File: src/rtl/mtu_pkg.sv
// How it works
// PWM channel period match sets flag, restarts counter, copies buffer into active duty.
// On period match the PWM pin goes high and counter reloads with one.
// Counter equal to nonzero active duty drives the PWM pin low.
// Active duty at or above period keeps the PWM pin high.
// Active duty of zero keeps the PWM pin low.
// Period, buffer and duty registers reset to all ones on reset or standby.
// Period, buffer and duty registers are 16-bit, read/write, word access only.
// Channel 0 has 32-bit counter, four captures from pin or channel 1 match.
// Enabled interval bits request an interrupt when counter bits 10 to 13 rise.
// Channel 1 has six, channel 2 two, capture-or-compare general registers.
// Channel 1 offset base register captures channel 1 counter on first capture pin.
// Channels 3 and 4 in PWM mode: fourth register period, first three duties.
// Channel 5 like channel 3; PWM mode uses first as duty, second period.
// Channel 10 eight down-counters: start drives pin high, underflow stops and lowers it.
// Coupled down-counter starts on channel 1 or 2 compare match.
// First prescaler divides clock by 1 to 32 from a 5-bit value.
// Second prescaler divides by two to powers 0 to 5, six clocks.
// Channels 1 to 9 pick one clock; channel 10 picks two group clocks.
// Counters run only while their run bit is set; stopping keeps output levels.
// PWM period match requests an interrupt when its enable bit is set.
// All counters advance only on their selected prescaler enable pulse.
// Duty and period match in one cycle resolve as period, output high.
package mtu_pkg;
  localparam int          NUM_GR      = 18;
  localparam int          NUM_FR      = 5;
  localparam int          NUM_PWM     = 4;
  localparam int          NUM_DC      = 8;
  localparam int          NUM_PIN     = 22;
  localparam int          NUM_CSEL    = 11;
  localparam int          NUM_TICK    = 6;
  localparam logic [15:0] RST_ONES    = 16'hFFFF;
  localparam logic [15:0] PWM_RELOAD  = 16'h0001;
  localparam logic [2:0]  CSEL_MAX    = 3'h5;
  // Register byte addresses on the internal 16-bit bus.
  localparam logic [7:0]  ADR_START   = 8'h00;
  localparam logic [7:0]  ADR_PSC     = 8'h02;
  localparam logic [7:0]  ADR_MODE    = 8'h08;
  localparam logic [7:0]  ADR_TGS     = 8'h0A;
  localparam logic [7:0]  ADR_IVL     = 8'h0C;
  localparam logic [7:0]  ADR_IEN     = 8'h0E;
  localparam logic [7:0]  ADR_PSTAT   = 8'h10;
  localparam logic [7:0]  ADR_DSTART  = 8'h12;
  localparam logic [7:0]  ADR_CONN    = 8'h14;
  localparam logic [7:0]  ADR_IOM_LO  = 8'h16;
  localparam logic [7:0]  ADR_IOM_HI  = 8'h18;
  localparam logic [7:0]  ADR_CNT0    = 8'h20;
  localparam logic [7:0]  ADR_CAP     = 8'h24;
  localparam logic [7:0]  ADR_OSB     = 8'h34;
  localparam logic [7:0]  ADR_CSEL    = 8'h40;
  localparam logic [7:0]  ADR_FRCNT   = 8'h60;
  localparam logic [7:0]  ADR_GR      = 8'h70;
  localparam logic [7:0]  ADR_PWM     = 8'hA0;
  localparam logic [7:0]  ADR_DOWN_COUNTER    = 8'hC0;
  // Offsets inside one PWM channel window of eight bytes.
  localparam int          PWM_STRIDE  = 8;
  localparam int          PWM_OFS_CNT = 0;
  localparam int          PWM_OFS_PER = 2;
  localparam int          PWM_OFS_BUF = 4;
  localparam int          PWM_OFS_DTY = 6;
  // Run bit positions in the start register.
  localparam int          RUN_CH0     = 0;
  localparam int          RUN_PWM0    = 6;
endpackage : mtu_pkg

File: src/rtl/mtu_timer_unit.sv
`timescale 1ns/1ps
`default_nettype none
module mtu_timer_unit (
  // Clock and reset.
  input  wire logic        REF_CLK_IN,
  input  wire logic        RESET_IN,
  input  wire logic        STANDBY_IN,
  // Internal 16-bit register bus.
  input  wire logic [7:0]  REG_ADDR_IN,
  input  wire logic        REG_WR_IN,
  input  wire logic        REG_RD_IN,
  input  wire logic [15:0] REG_WDATA_IN,
  output logic      [15:0] REG_RDATA_OUT,
  // Capture pins.
  input  wire logic [3:0]  CAPTURE_PIN_IN,
  input  wire logic [17:0] GR_CAPTURE_PIN_IN,
  // Output pins and requests.
  output logic      [17:0] GR_COMPARE_PIN_OUT,
  output logic      [3:0]  PWM_PIN_OUT,
  output logic      [7:0]  ONESHOT_PIN_OUT,
  output logic      [3:0]  INTERVAL_IRQ_OUT,
  output logic      [3:0]  PWM_IRQ_OUT
);
  function automatic int gr_chan(input int i);
    return (i < 6) ? 0 : (i < 8) ? 1 : (i < 12) ? 2 : (i < 16) ? 3 : 4;
  endfunction : gr_chan

  function automatic logic is_period(input int i);
    return (i == 11) || (i == 15) || (i == 17);
  endfunction : is_period

  logic        rst;
  logic [9:0]  run_q;
  logic [4:0]  div_q;
  logic [2:0]  mode_q;
  logic [3:0]  tgs_q;
  logic [3:0]  ivl_en_q;
  logic [3:0]  ien_q;
  logic [3:0]  pm_flag_q;
  logic [7:0]  conn_q;
  logic [17:0] iomode_q;
  logic [2:0]  csel_q   [mtu_pkg::NUM_CSEL];
  logic [4:0]  ps1_q;
  logic [4:0]  ps2_q;
  logic        tick1;
  logic [5:0]  tick2;
  logic [10:0] ch_tick;
  logic [21:0] s1_q, s2_q, s3_q, filt_q, rise;
  logic [31:0] cnt0_q;
  logic [3:0]  ivl_prev_q;
  logic [31:0] cap_q    [4];
  logic [15:0] osb_q;
  logic [15:0] fr_q     [mtu_pkg::NUM_FR];
  logic [15:0] gr_q     [mtu_pkg::NUM_GR];
  logic [17:0] gr_match;
  logic [4:0]  pwm_on;
  logic [4:0]  per_match;
  logic [15:0] pw_cnt_q [mtu_pkg::NUM_PWM];
  logic [15:0] per_q    [mtu_pkg::NUM_PWM];
  logic [15:0] buf_q    [mtu_pkg::NUM_PWM];
  logic [15:0] dty_q    [mtu_pkg::NUM_PWM];
  logic [3:0]  pw_hit;
  logic [15:0] dc_q     [mtu_pkg::NUM_DC];
  logic [7:0]  dc_run_q;
  logic [15:0] rd_d;

  // Standby reinitialises the same state as reset.
  assign rst = RESET_IN | STANDBY_IN;

  // ==========================================================================
  // Control registers
  always_ff @(posedge REF_CLK_IN) begin
    if (rst) begin
      run_q    <= '0;
      div_q    <= '0;
      mode_q   <= '0;
      tgs_q    <= '0;
      ivl_en_q <= '0;
      ien_q    <= '0;
      conn_q   <= '0;
      iomode_q <= '0;
    end else if (REG_WR_IN) begin
      if (REG_ADDR_IN == mtu_pkg::ADR_START) run_q <= REG_WDATA_IN[9:0];
      if (REG_ADDR_IN == mtu_pkg::ADR_PSC) div_q <= REG_WDATA_IN[4:0];
      if (REG_ADDR_IN == mtu_pkg::ADR_MODE) mode_q <= REG_WDATA_IN[2:0];
      if (REG_ADDR_IN == mtu_pkg::ADR_TGS) tgs_q <= REG_WDATA_IN[3:0];
      if (REG_ADDR_IN == mtu_pkg::ADR_IVL) ivl_en_q <= REG_WDATA_IN[3:0];
      if (REG_ADDR_IN == mtu_pkg::ADR_IEN) ien_q <= REG_WDATA_IN[3:0];
      if (REG_ADDR_IN == mtu_pkg::ADR_CONN) conn_q <= REG_WDATA_IN[7:0];
      if (REG_ADDR_IN == mtu_pkg::ADR_IOM_LO) iomode_q[15:0] <= REG_WDATA_IN;
      if (REG_ADDR_IN == mtu_pkg::ADR_IOM_HI) iomode_q[17:16] <= REG_WDATA_IN[1:0];
    end
  end

  // ==========================================================================
  // Prescaler
  // A divisor lowered below the running count still ticks at once, not after a wrap.
  assign tick1 = (ps1_q >= div_q);
  always_ff @(posedge REF_CLK_IN) begin
    if (rst) ps1_q <= '0;
    else ps1_q <= tick1 ? 5'h00 : ps1_q + 5'h01;
  end
  always_ff @(posedge REF_CLK_IN) begin
    if (rst) ps2_q <= '0;
    else if (tick1) ps2_q <= ps2_q + 5'h01;
  end
  assign tick2[0] = tick1;
  for (genvar k = 1; k < mtu_pkg::NUM_TICK; k++) begin : g_ps2
    assign tick2[k] = tick1 & (&ps2_q[k-1:0]);
  end
  for (genvar c = 0; c < mtu_pkg::NUM_CSEL; c++) begin : g_csel
    localparam logic [7:0] A = 8'(mtu_pkg::ADR_CSEL + 2 * c);
    always_ff @(posedge REF_CLK_IN) begin
      if (rst) csel_q[c] <= '0;
      else if (REG_WR_IN && REG_ADDR_IN == A) csel_q[c] <= REG_WDATA_IN[2:0];
    end
    // Selections above five give no clock, so the channel stands still.
    assign ch_tick[c] = (csel_q[c] <= mtu_pkg::CSEL_MAX) ? tick2[csel_q[c]] : 1'b0;
  end

  // ==========================================================================
  // Pin synchronisers
  assign rise = ~(s2_q ^ s3_q) & s3_q & ~filt_q;
  always_ff @(posedge REF_CLK_IN) begin
    if (rst) begin
      s1_q   <= '0;
      s2_q   <= '0;
      s3_q   <= '0;
      filt_q <= '0;
    end else begin
      s1_q <= {GR_CAPTURE_PIN_IN, CAPTURE_PIN_IN};
      s2_q <= s1_q;
      s3_q <= s2_q;
      for (int i = 0; i < mtu_pkg::NUM_PIN; i++) begin
        if (s2_q[i] == s3_q[i]) filt_q[i] <= s3_q[i];
      end
    end
  end

  // ==========================================================================
  // Channel 0
  always_ff @(posedge REF_CLK_IN) begin
    if (rst) cnt0_q <= '0;
    else if (tick1 && run_q[mtu_pkg::RUN_CH0]) cnt0_q <= cnt0_q + 32'h0000_0001;
  end
  always_ff @(posedge REF_CLK_IN) begin
    if (rst) begin
      ivl_prev_q       <= '0;
      INTERVAL_IRQ_OUT <= '0;
    end else begin
      ivl_prev_q       <= cnt0_q[13:10];
      INTERVAL_IRQ_OUT <= ivl_en_q & cnt0_q[13:10] & ~ivl_prev_q;
    end
  end
  for (genvar j = 0; j < 4; j++) begin : g_cap
    always_ff @(posedge REF_CLK_IN) begin
      if (rst) cap_q[j] <= '0;
      else if (tgs_q[j] ? gr_match[0] : rise[j]) cap_q[j] <= cnt0_q;
    end
  end
  always_ff @(posedge REF_CLK_IN) begin
    if (rst) osb_q <= '0;
    else if (rise[0]) osb_q <= fr_q[0];
  end

  // ==========================================================================
  // Channels 1 to 5
  assign pwm_on    = {mode_q, 2'b00};
  assign per_match = {gr_match[17], gr_match[15], gr_match[11], 2'b00} & pwm_on;
  for (genvar c = 0; c < mtu_pkg::NUM_FR; c++) begin : g_fr
    localparam logic [7:0] A = 8'(mtu_pkg::ADR_FRCNT + 2 * c);
    always_ff @(posedge REF_CLK_IN) begin
      if (rst) fr_q[c] <= '0;
      else if (REG_WR_IN && REG_ADDR_IN == A) fr_q[c] <= REG_WDATA_IN;
      else if (ch_tick[c] && run_q[c+1]) fr_q[c] <= per_match[c] ? 16'h0000 : fr_q[c] + 16'h0001;
    end
  end
  for (genvar i = 0; i < mtu_pkg::NUM_GR; i++) begin : g_gr
    localparam int         C = gr_chan(i);
    localparam logic [7:0] A = 8'(mtu_pkg::ADR_GR + 2 * i);
    assign gr_match[i] = ch_tick[C] & run_q[C+1] & ~iomode_q[i] & (fr_q[C] == gr_q[i]);
    always_ff @(posedge REF_CLK_IN) begin
      if (rst) gr_q[i] <= mtu_pkg::RST_ONES;
      else if (iomode_q[i] && rise[4+i]) gr_q[i] <= fr_q[C];
      else if (REG_WR_IN && REG_ADDR_IN == A) gr_q[i] <= REG_WDATA_IN;
    end
    always_ff @(posedge REF_CLK_IN) begin
      if (rst) GR_COMPARE_PIN_OUT[i] <= 1'b0;
      else if (pwm_on[C]) begin
        if (is_period(i)) GR_COMPARE_PIN_OUT[i] <= 1'b0;
        else if (per_match[C]) GR_COMPARE_PIN_OUT[i] <= 1'b1;
        else if (gr_match[i]) GR_COMPARE_PIN_OUT[i] <= 1'b0;
      end else if (gr_match[i]) GR_COMPARE_PIN_OUT[i] <= ~GR_COMPARE_PIN_OUT[i];
    end
  end

  // ==========================================================================
  // Channels 6 to 9
  for (genvar p = 0; p < mtu_pkg::NUM_PWM; p++) begin : g_pwm
    localparam logic [7:0] A = 8'(mtu_pkg::ADR_PWM + mtu_pkg::PWM_STRIDE * p);
    logic step;
    assign step      = ch_tick[5+p] & run_q[mtu_pkg::RUN_PWM0+p];
    assign pw_hit[p] = step & (pw_cnt_q[p] == per_q[p]);
    always_ff @(posedge REF_CLK_IN) begin
      if (rst) pw_cnt_q[p] <= '0;
      else if (REG_WR_IN && REG_ADDR_IN == 8'(A + mtu_pkg::PWM_OFS_CNT)) pw_cnt_q[p] <= REG_WDATA_IN;
      else if (pw_hit[p]) pw_cnt_q[p] <= mtu_pkg::PWM_RELOAD;
      else if (step) pw_cnt_q[p] <= pw_cnt_q[p] + 16'h0001;
    end
    always_ff @(posedge REF_CLK_IN) begin
      if (rst) begin
        per_q[p] <= mtu_pkg::RST_ONES;
        buf_q[p] <= mtu_pkg::RST_ONES;
      end else if (REG_WR_IN) begin
        if (REG_ADDR_IN == 8'(A + mtu_pkg::PWM_OFS_PER)) per_q[p] <= REG_WDATA_IN;
        if (REG_ADDR_IN == 8'(A + mtu_pkg::PWM_OFS_BUF)) buf_q[p] <= REG_WDATA_IN;
      end
    end
    // The buffer transfer wins over a software write landing in the same cycle.
    always_ff @(posedge REF_CLK_IN) begin
      if (rst) dty_q[p] <= mtu_pkg::RST_ONES;
      else if (pw_hit[p]) dty_q[p] <= buf_q[p];
      else if (REG_WR_IN && REG_ADDR_IN == 8'(A + mtu_pkg::PWM_OFS_DTY)) dty_q[p] <= REG_WDATA_IN;
    end
    always_ff @(posedge REF_CLK_IN) begin
      if (rst) PWM_PIN_OUT[p] <= 1'b0;
      else if (pw_hit[p]) PWM_PIN_OUT[p] <= (buf_q[p] != 16'h0000);
      else if (step && dty_q[p] == 16'h0000) PWM_PIN_OUT[p] <= 1'b0;
      else if (step && dty_q[p] >= per_q[p]) PWM_PIN_OUT[p] <= 1'b1;
      else if (step && pw_cnt_q[p] == dty_q[p]) PWM_PIN_OUT[p] <= 1'b0;
    end
  end
  // Set wins over a clear written in the same cycle.
  always_ff @(posedge REF_CLK_IN) begin
    if (rst) pm_flag_q <= '0;
    else if (REG_WR_IN && REG_ADDR_IN == mtu_pkg::ADR_PSTAT) pm_flag_q <= (pm_flag_q & ~REG_WDATA_IN[3:0]) | pw_hit;
    else pm_flag_q <= pm_flag_q | pw_hit;
  end
  always_ff @(posedge REF_CLK_IN) begin
    if (rst) PWM_IRQ_OUT <= '0;
    else PWM_IRQ_OUT <= pm_flag_q & ien_q;
  end

  // ==========================================================================
  // Channel 10
  for (genvar d = 0; d < mtu_pkg::NUM_DC; d++) begin : g_dc
    localparam logic [7:0] A = 8'(mtu_pkg::ADR_DOWN_COUNTER + 2 * d);
    logic tick_d;
    logic start;
    assign tick_d = (d < 6) ? ch_tick[9] : ch_tick[10];
    assign start  = (REG_WR_IN && REG_ADDR_IN == mtu_pkg::ADR_DSTART && REG_WDATA_IN[d])
                  | (conn_q[d] & gr_match[d]);
    always_ff @(posedge REF_CLK_IN) begin
      if (rst) dc_q[d] <= '0;
      else if (REG_WR_IN && REG_ADDR_IN == A) dc_q[d] <= REG_WDATA_IN;
      else if (dc_run_q[d] && tick_d && dc_q[d] != 16'h0000) dc_q[d] <= dc_q[d] - 16'h0001;
    end
    // A start with a zero count produces no pulse.
    always_ff @(posedge REF_CLK_IN) begin
      if (rst) begin
        dc_run_q[d]        <= 1'b0;
        ONESHOT_PIN_OUT[d] <= 1'b0;
      end else if (!dc_run_q[d]) begin
        if (start && dc_q[d] != 16'h0000) begin
          dc_run_q[d]        <= 1'b1;
          ONESHOT_PIN_OUT[d] <= 1'b1;
        end
      end else if (tick_d && dc_q[d] == 16'h0000) begin
        dc_run_q[d]        <= 1'b0;
        ONESHOT_PIN_OUT[d] <= 1'b0;
      end
    end
  end

  // ==========================================================================
  // Read path
  always_comb begin
    logic [7:0] o;
    o    = '0;
    rd_d = '0;
    if (REG_ADDR_IN == mtu_pkg::ADR_START) rd_d = {6'h00, run_q};
    else if (REG_ADDR_IN == mtu_pkg::ADR_PSC) rd_d = {11'h000, div_q};
    else if (REG_ADDR_IN == mtu_pkg::ADR_MODE) rd_d = {13'h0000, mode_q};
    else if (REG_ADDR_IN == mtu_pkg::ADR_TGS) rd_d = {12'h000, tgs_q};
    else if (REG_ADDR_IN == mtu_pkg::ADR_IVL) rd_d = {12'h000, ivl_en_q};
    else if (REG_ADDR_IN == mtu_pkg::ADR_IEN) rd_d = {12'h000, ien_q};
    else if (REG_ADDR_IN == mtu_pkg::ADR_PSTAT) rd_d = {12'h000, pm_flag_q};
    else if (REG_ADDR_IN == mtu_pkg::ADR_DSTART) rd_d = {8'h00, dc_run_q};
    else if (REG_ADDR_IN == mtu_pkg::ADR_CONN) rd_d = {8'h00, conn_q};
    else if (REG_ADDR_IN == mtu_pkg::ADR_IOM_LO) rd_d = iomode_q[15:0];
    else if (REG_ADDR_IN == mtu_pkg::ADR_IOM_HI) rd_d = {14'h0000, iomode_q[17:16]};
    else if (REG_ADDR_IN == mtu_pkg::ADR_CNT0) rd_d = cnt0_q[15:0];
    else if (REG_ADDR_IN == 8'(mtu_pkg::ADR_CNT0 + 2)) rd_d = cnt0_q[31:16];
    else if (REG_ADDR_IN >= mtu_pkg::ADR_CAP && REG_ADDR_IN < mtu_pkg::ADR_OSB) begin
      o    = REG_ADDR_IN - mtu_pkg::ADR_CAP;
      rd_d = o[1] ? cap_q[o[3:2]][31:16] : cap_q[o[3:2]][15:0];
    end else if (REG_ADDR_IN == mtu_pkg::ADR_OSB) rd_d = osb_q;
    else if (REG_ADDR_IN >= mtu_pkg::ADR_CSEL && REG_ADDR_IN < 8'(mtu_pkg::ADR_CSEL + 2 * mtu_pkg::NUM_CSEL)) begin
      o    = REG_ADDR_IN - mtu_pkg::ADR_CSEL;
      rd_d = {13'h0000, csel_q[o[4:1]]};
    end else if (REG_ADDR_IN >= mtu_pkg::ADR_FRCNT && REG_ADDR_IN < 8'(mtu_pkg::ADR_FRCNT + 2 * mtu_pkg::NUM_FR)) begin
      o    = REG_ADDR_IN - mtu_pkg::ADR_FRCNT;
      rd_d = fr_q[o[3:1]];
    end else if (REG_ADDR_IN >= mtu_pkg::ADR_GR && REG_ADDR_IN < 8'(mtu_pkg::ADR_GR + 2 * mtu_pkg::NUM_GR)) begin
      o    = REG_ADDR_IN - mtu_pkg::ADR_GR;
      rd_d = gr_q[o[5:1]];
    end else if (REG_ADDR_IN >= mtu_pkg::ADR_PWM && REG_ADDR_IN < mtu_pkg::ADR_DOWN_COUNTER) begin
      o = REG_ADDR_IN - mtu_pkg::ADR_PWM;
      if (o[2:1] == 2'h0) rd_d = pw_cnt_q[o[4:3]];
      else if (o[2:1] == 2'h1) rd_d = per_q[o[4:3]];
      else if (o[2:1] == 2'h2) rd_d = buf_q[o[4:3]];
      else rd_d = dty_q[o[4:3]];
    end else if (REG_ADDR_IN >= mtu_pkg::ADR_DOWN_COUNTER && REG_ADDR_IN < 8'(mtu_pkg::ADR_DOWN_COUNTER + 2 * mtu_pkg::NUM_DC)) begin
      o    = REG_ADDR_IN - mtu_pkg::ADR_DOWN_COUNTER;
      rd_d = dc_q[o[3:1]];
    end
  end
  always_ff @(posedge REF_CLK_IN) begin
    if (rst) REG_RDATA_OUT <= '0;
    else if (REG_RD_IN) REG_RDATA_OUT <= rd_d;
  end
endmodule : mtu_timer_unit
`default_nettype wire

File: config.mk
export PLATFORM = sky130hd
export DESIGN_NAME = mtu_timer_unit
export DESIGN_NICKNAME = d
export VERILOG_FILES = /design/src/rtl/mtu_pkg.sv /design/src/rtl/mtu_timer_unit.sv
export SDC_FILE = /design/constraint.sdc
export NUM_CORES = 2
export LEC_CHECK = 0
export BUFFER_PORTS_ARGS = -buffer_cell sky130_fd_sc_hd__buf_2
export CAP_MARGIN = 20
export CORE_MARGIN = 3
export CORE_UTILIZATION = 48
export CTS_CLUSTER_SIZE = 8
export DETAILED_ROUTE_END_ITERATION = 12
export REMOVE_ABC_BUFFERS = 1
export SLEW_MARGIN = 0
export SYNTH_ARGS = -nofsm -noshare
export SYNTH_HDL_FRONTEND = slang
export SYNTH_SLANG_ARGS = --single-unit
File: constraint.sdc
create_clock -name REF_CLK_IN -period 7.7 [get_ports REF_CLK_IN]
set_input_delay 0.77 -clock REF_CLK_IN [delete_from_list [all_inputs] [get_ports REF_CLK_IN]]
set_output_delay 0.77 -clock REF_CLK_IN [all_outputs]
set_load 0.01 [all_outputs]
==> results.tsv <==
metric	value	unit
Syn Inst Count	6401	
DRC violations left	0	
grt ovf	0	
Final HPWL DP	197000	um
post-cts sizing count	0	
area grow syn2layout	9.89	%
via count of the first global-routing pass	52600	
type of the worst min-delay path	in2reg	
Clock Skew	0.0502	ns
CP top delay family	simple AND/OR/NAND/NOR gates	
nets	6429	
antenna violations before repair	26	
leakage power	24.9	nW
crit share post-route	69.2	%
FF-to-FF Start	ps2_q[0]	
simple logic cell fraction of the synthesized area	16.0	%
first drt pass iteration count	8	
Synth Register Bits	1185	
multiplexer area fraction after synthesis	8.90	%
critical path capture point	cap_q[3][23]	
Bufs and invs on worst path	1	
met2 wire length	123000	um
dpl cell area	70200	um2
CTS tree	yes	
Least-Margin Pin Slew	1.18	ns
Starting Density	48.7	%
compound-gate portion of the synthesized area	11.8	%
CP Capture Type	flop	
reg2reg path depth	10	
YS warnings	0	
Worst Path Arrival	5.75	ns
Routed WL	283000	um
Post-CTS Hold Buffers	0	
critical-path cell list	ha_1, and3_1, ha_1, mux2i_1, nor3b_1, o21ai_1, buf_6, nor3_4, a22o_2, or2_2	
peak supply drop	0.179	mV
Post-CTS Setup Bufs	0	
Levels on crit path	10	
row cnt	137	
Yosys cell types	97	
Ports	105	
Tmin final	5.33	ns
Pwr Total	15.8	mW
reg2reg setup slack	2.37	ns
Final Util	53.6	%
initial DRC count	7988	
die area	147000	um2
status	finished clean	
Die Y	384	um
first-pass GRT wire length	397000	um
Post-Place Cells	7950	
Design Area, Final	75300	um2
DR top layer	met5	
hold slack	0.157	ns
layout cells sized above 1	11.9	%
Inserted Clock Buffers	167	
most used flip-flop cell after synthesis	edfxtp_1	
slew margin rel.	21.3	%
Root Driver	clkbuf_16	
crit path launch type	flop	
worst path required time	8.12	ns
Hold Crit Depth	2	
slowest CP cell	or2_2	
DR vias/cell	6.76	
cell area power density	210	nW/um2
Post-synth EDFFs	913	
Final setup viols	0	
fmax	188	MHz
Slew Viols, Final	0	
adder-cell share of the synthesized area	2.23	%
Clock Pin Slew Worst Setup and Hold Paths	0.05	ns
Max Buffers Root-to-Sink	3	
depth of the CTS H-tree	4	
wl on met1	103000	um
DR vias	55800	
clk_lat worst skew	0.82	ns
Post-synth ARST share	0	%
max incr delay on CP	0.81	ns
post-route ant nets	0	
largest net degree at the start of global routing	119	
met3 wire len	33300	um
die width	384	um
Reg2Reg Capture Point	cap_q[3][23]	
I/O Buffers	104	
CP Launch Point	ps2_q[0]	
Post-Layout Cell Count	8255	
XOR/XNOR share of the synthesized area	8.81	%
Crit Path Max Fanout	33	
Post-Syn Area	68500	um2
gr usage total	37.7	%
share of the yosys chip area belonging to registers	48.0	%
Top cell by count, worst path	ha_1	
RSZ-0062 raised after global routing	false	
largest family of logic cells by synthesized area	simple AND/OR/NAND/NOR gates	
clock sink count	1185	
core region area	141000	um2
average cell area after synthesis	10.7	um2
Hold Fails Final Rpt	0	
gpl congestion	1.06	
Max-Cap Viols	0	
drt wl/cell	34.2	um
crit path kind	reg2reg	
-- cell families after synthesis --
family                     count (synthesis)
xor gates and xnor gates                 689
DFF                                     1185
muxes                                    347
AOI/OAI and AO/OA                       1193
buffers and inverters                    714
adders and majority gates                122
and+or+nand+nor                         2151
-- worst register-to-register path: cells and delay by family (launching register included) --
| family | cells | cell delay [ns] |
|---|---|---|
| AO/OA/AOI/OAI | 2 | 0.93 |
| adder cells (fa/ha/maj) | 2 | 1.07 |
| buffers and inverters | 1 | 0.25 |
| flip-flops | 1 | 0.71 |
| multiplexers | 1 | 0.13 |
| AND/OR/NAND/NOR | 4 | 1.88 |
-- through the flow --
stage | TNS [ns] | worst slack (ns)
floorplan | -2105.34 | -3.10
global placement | 0 | 2.38
detailed placement | 0 | 2.36
CTS | 0 | 2.41
global route | 0 | 2.07
finish | 0 | 2.37
-- cells in the mapped netlist, types with 180 or more instances --
cell	number	area, um2
a21oi_1	207	1040
and3_1	182	1140
clkbuf_1	442	1660
dfxtp_1	272	5450
edfxtp_1	913	27400
mux4_2	208	4680
nand2_1	639	2400
nand3_1	180	901
nor2_1	350	1310
o21ai_0	357	1790
o22a_1	323	2830
xnor2_1	304	2660
xor2_1	385	3370
-- state kept, by name, indices dropped and copies added, names as in the netlist, 8 cells and up --
name / cells
gr_q: 288
cap_q: 128
dc_q: 128
fr_q: 80
buf_q: 64
dty_q: 64
per_q: 64
pw_cnt_q: 64
csel_q: 33
cnt0_q: 32
filt_q: 22
s1_q: 22
s2_q: 22
s3_q: 22
GR_COMPARE_PIN_OUT: 18
iomode_q: 18
REG_RDATA_OUT: 16
osb_q: 16
run_q: 10
ONESHOT_PIN_OUT: 8
conn_q: 8
dc_run_q: 8
-- final cells by class --
cell class | count | area, um2
Multi-Input combinational cell | 4502 | 32800
Clock inverter | 16 | 334
Tap cell | 1876 | 2350
Inverter | 124 | 465
Timing Repair Buffer | 276 | 1930
Antenna cell | 13 | 32.5
Fill cell | 12300 | 65300
Clock buffer | 263 | 4550
Sequential cell | 1185 | 32900
-- cell usage in the layout (no fill, tap or decap), drive strengths merged, types with 123 or more instances in the layout --
cell    instances
o21ai         367
nor4          123
clkbuf        264
edfxtp        913
mux2i         123
nand3         180
xnor2         304
mux4          208
a21oi         207
nor2          352
dfxtp         272
nand2         639
or3           176
and3          182
xor2          385
o22a          323
inv           129
buf           274
-- power by group --
| part | internal, mW | leakage (nW) | switching (mW) |
|---|---|---|---|
| sequential | 7.07 | 11.0 | 0.310 |
| clock | 4.08 | 2.32 | 2.94 |
| combinational | 0.478 | 11.5 | 0.939 |
| total | 11.6 | 24.9 | 4.19 |
-- how the worst min path moves through the flow --
stage / start / slack, ns / to
global route: GR_CAPTURE_PIN_IN[2] / 0.14 / s1_q[6]
global placement: ivl_prev_q[0] / 0.38 / INTERVAL_IRQ_OUT[0]
CTS: GR_CAPTURE_PIN_IN[7] / 0.12 / s1_q[11]
floorplan: ivl_prev_q[0] / 0.37 / INTERVAL_IRQ_OUT[0]
detailed placement: ivl_prev_q[0] / 0.38 / INTERVAL_IRQ_OUT[0]
finish: GR_CAPTURE_PIN_IN[7] / 0.16 / s1_q[11]
-- routing by layer --
layer | GRT usage [%] | vias up
li1 | - | 23400
met1 | 47.6 | 27500
met2 | 56.5 | 3864
met3 | 9.87 | 1019
met4 | 25.8 | 14
met5 | 0 | -
Power figures use the tool's default switching activity.
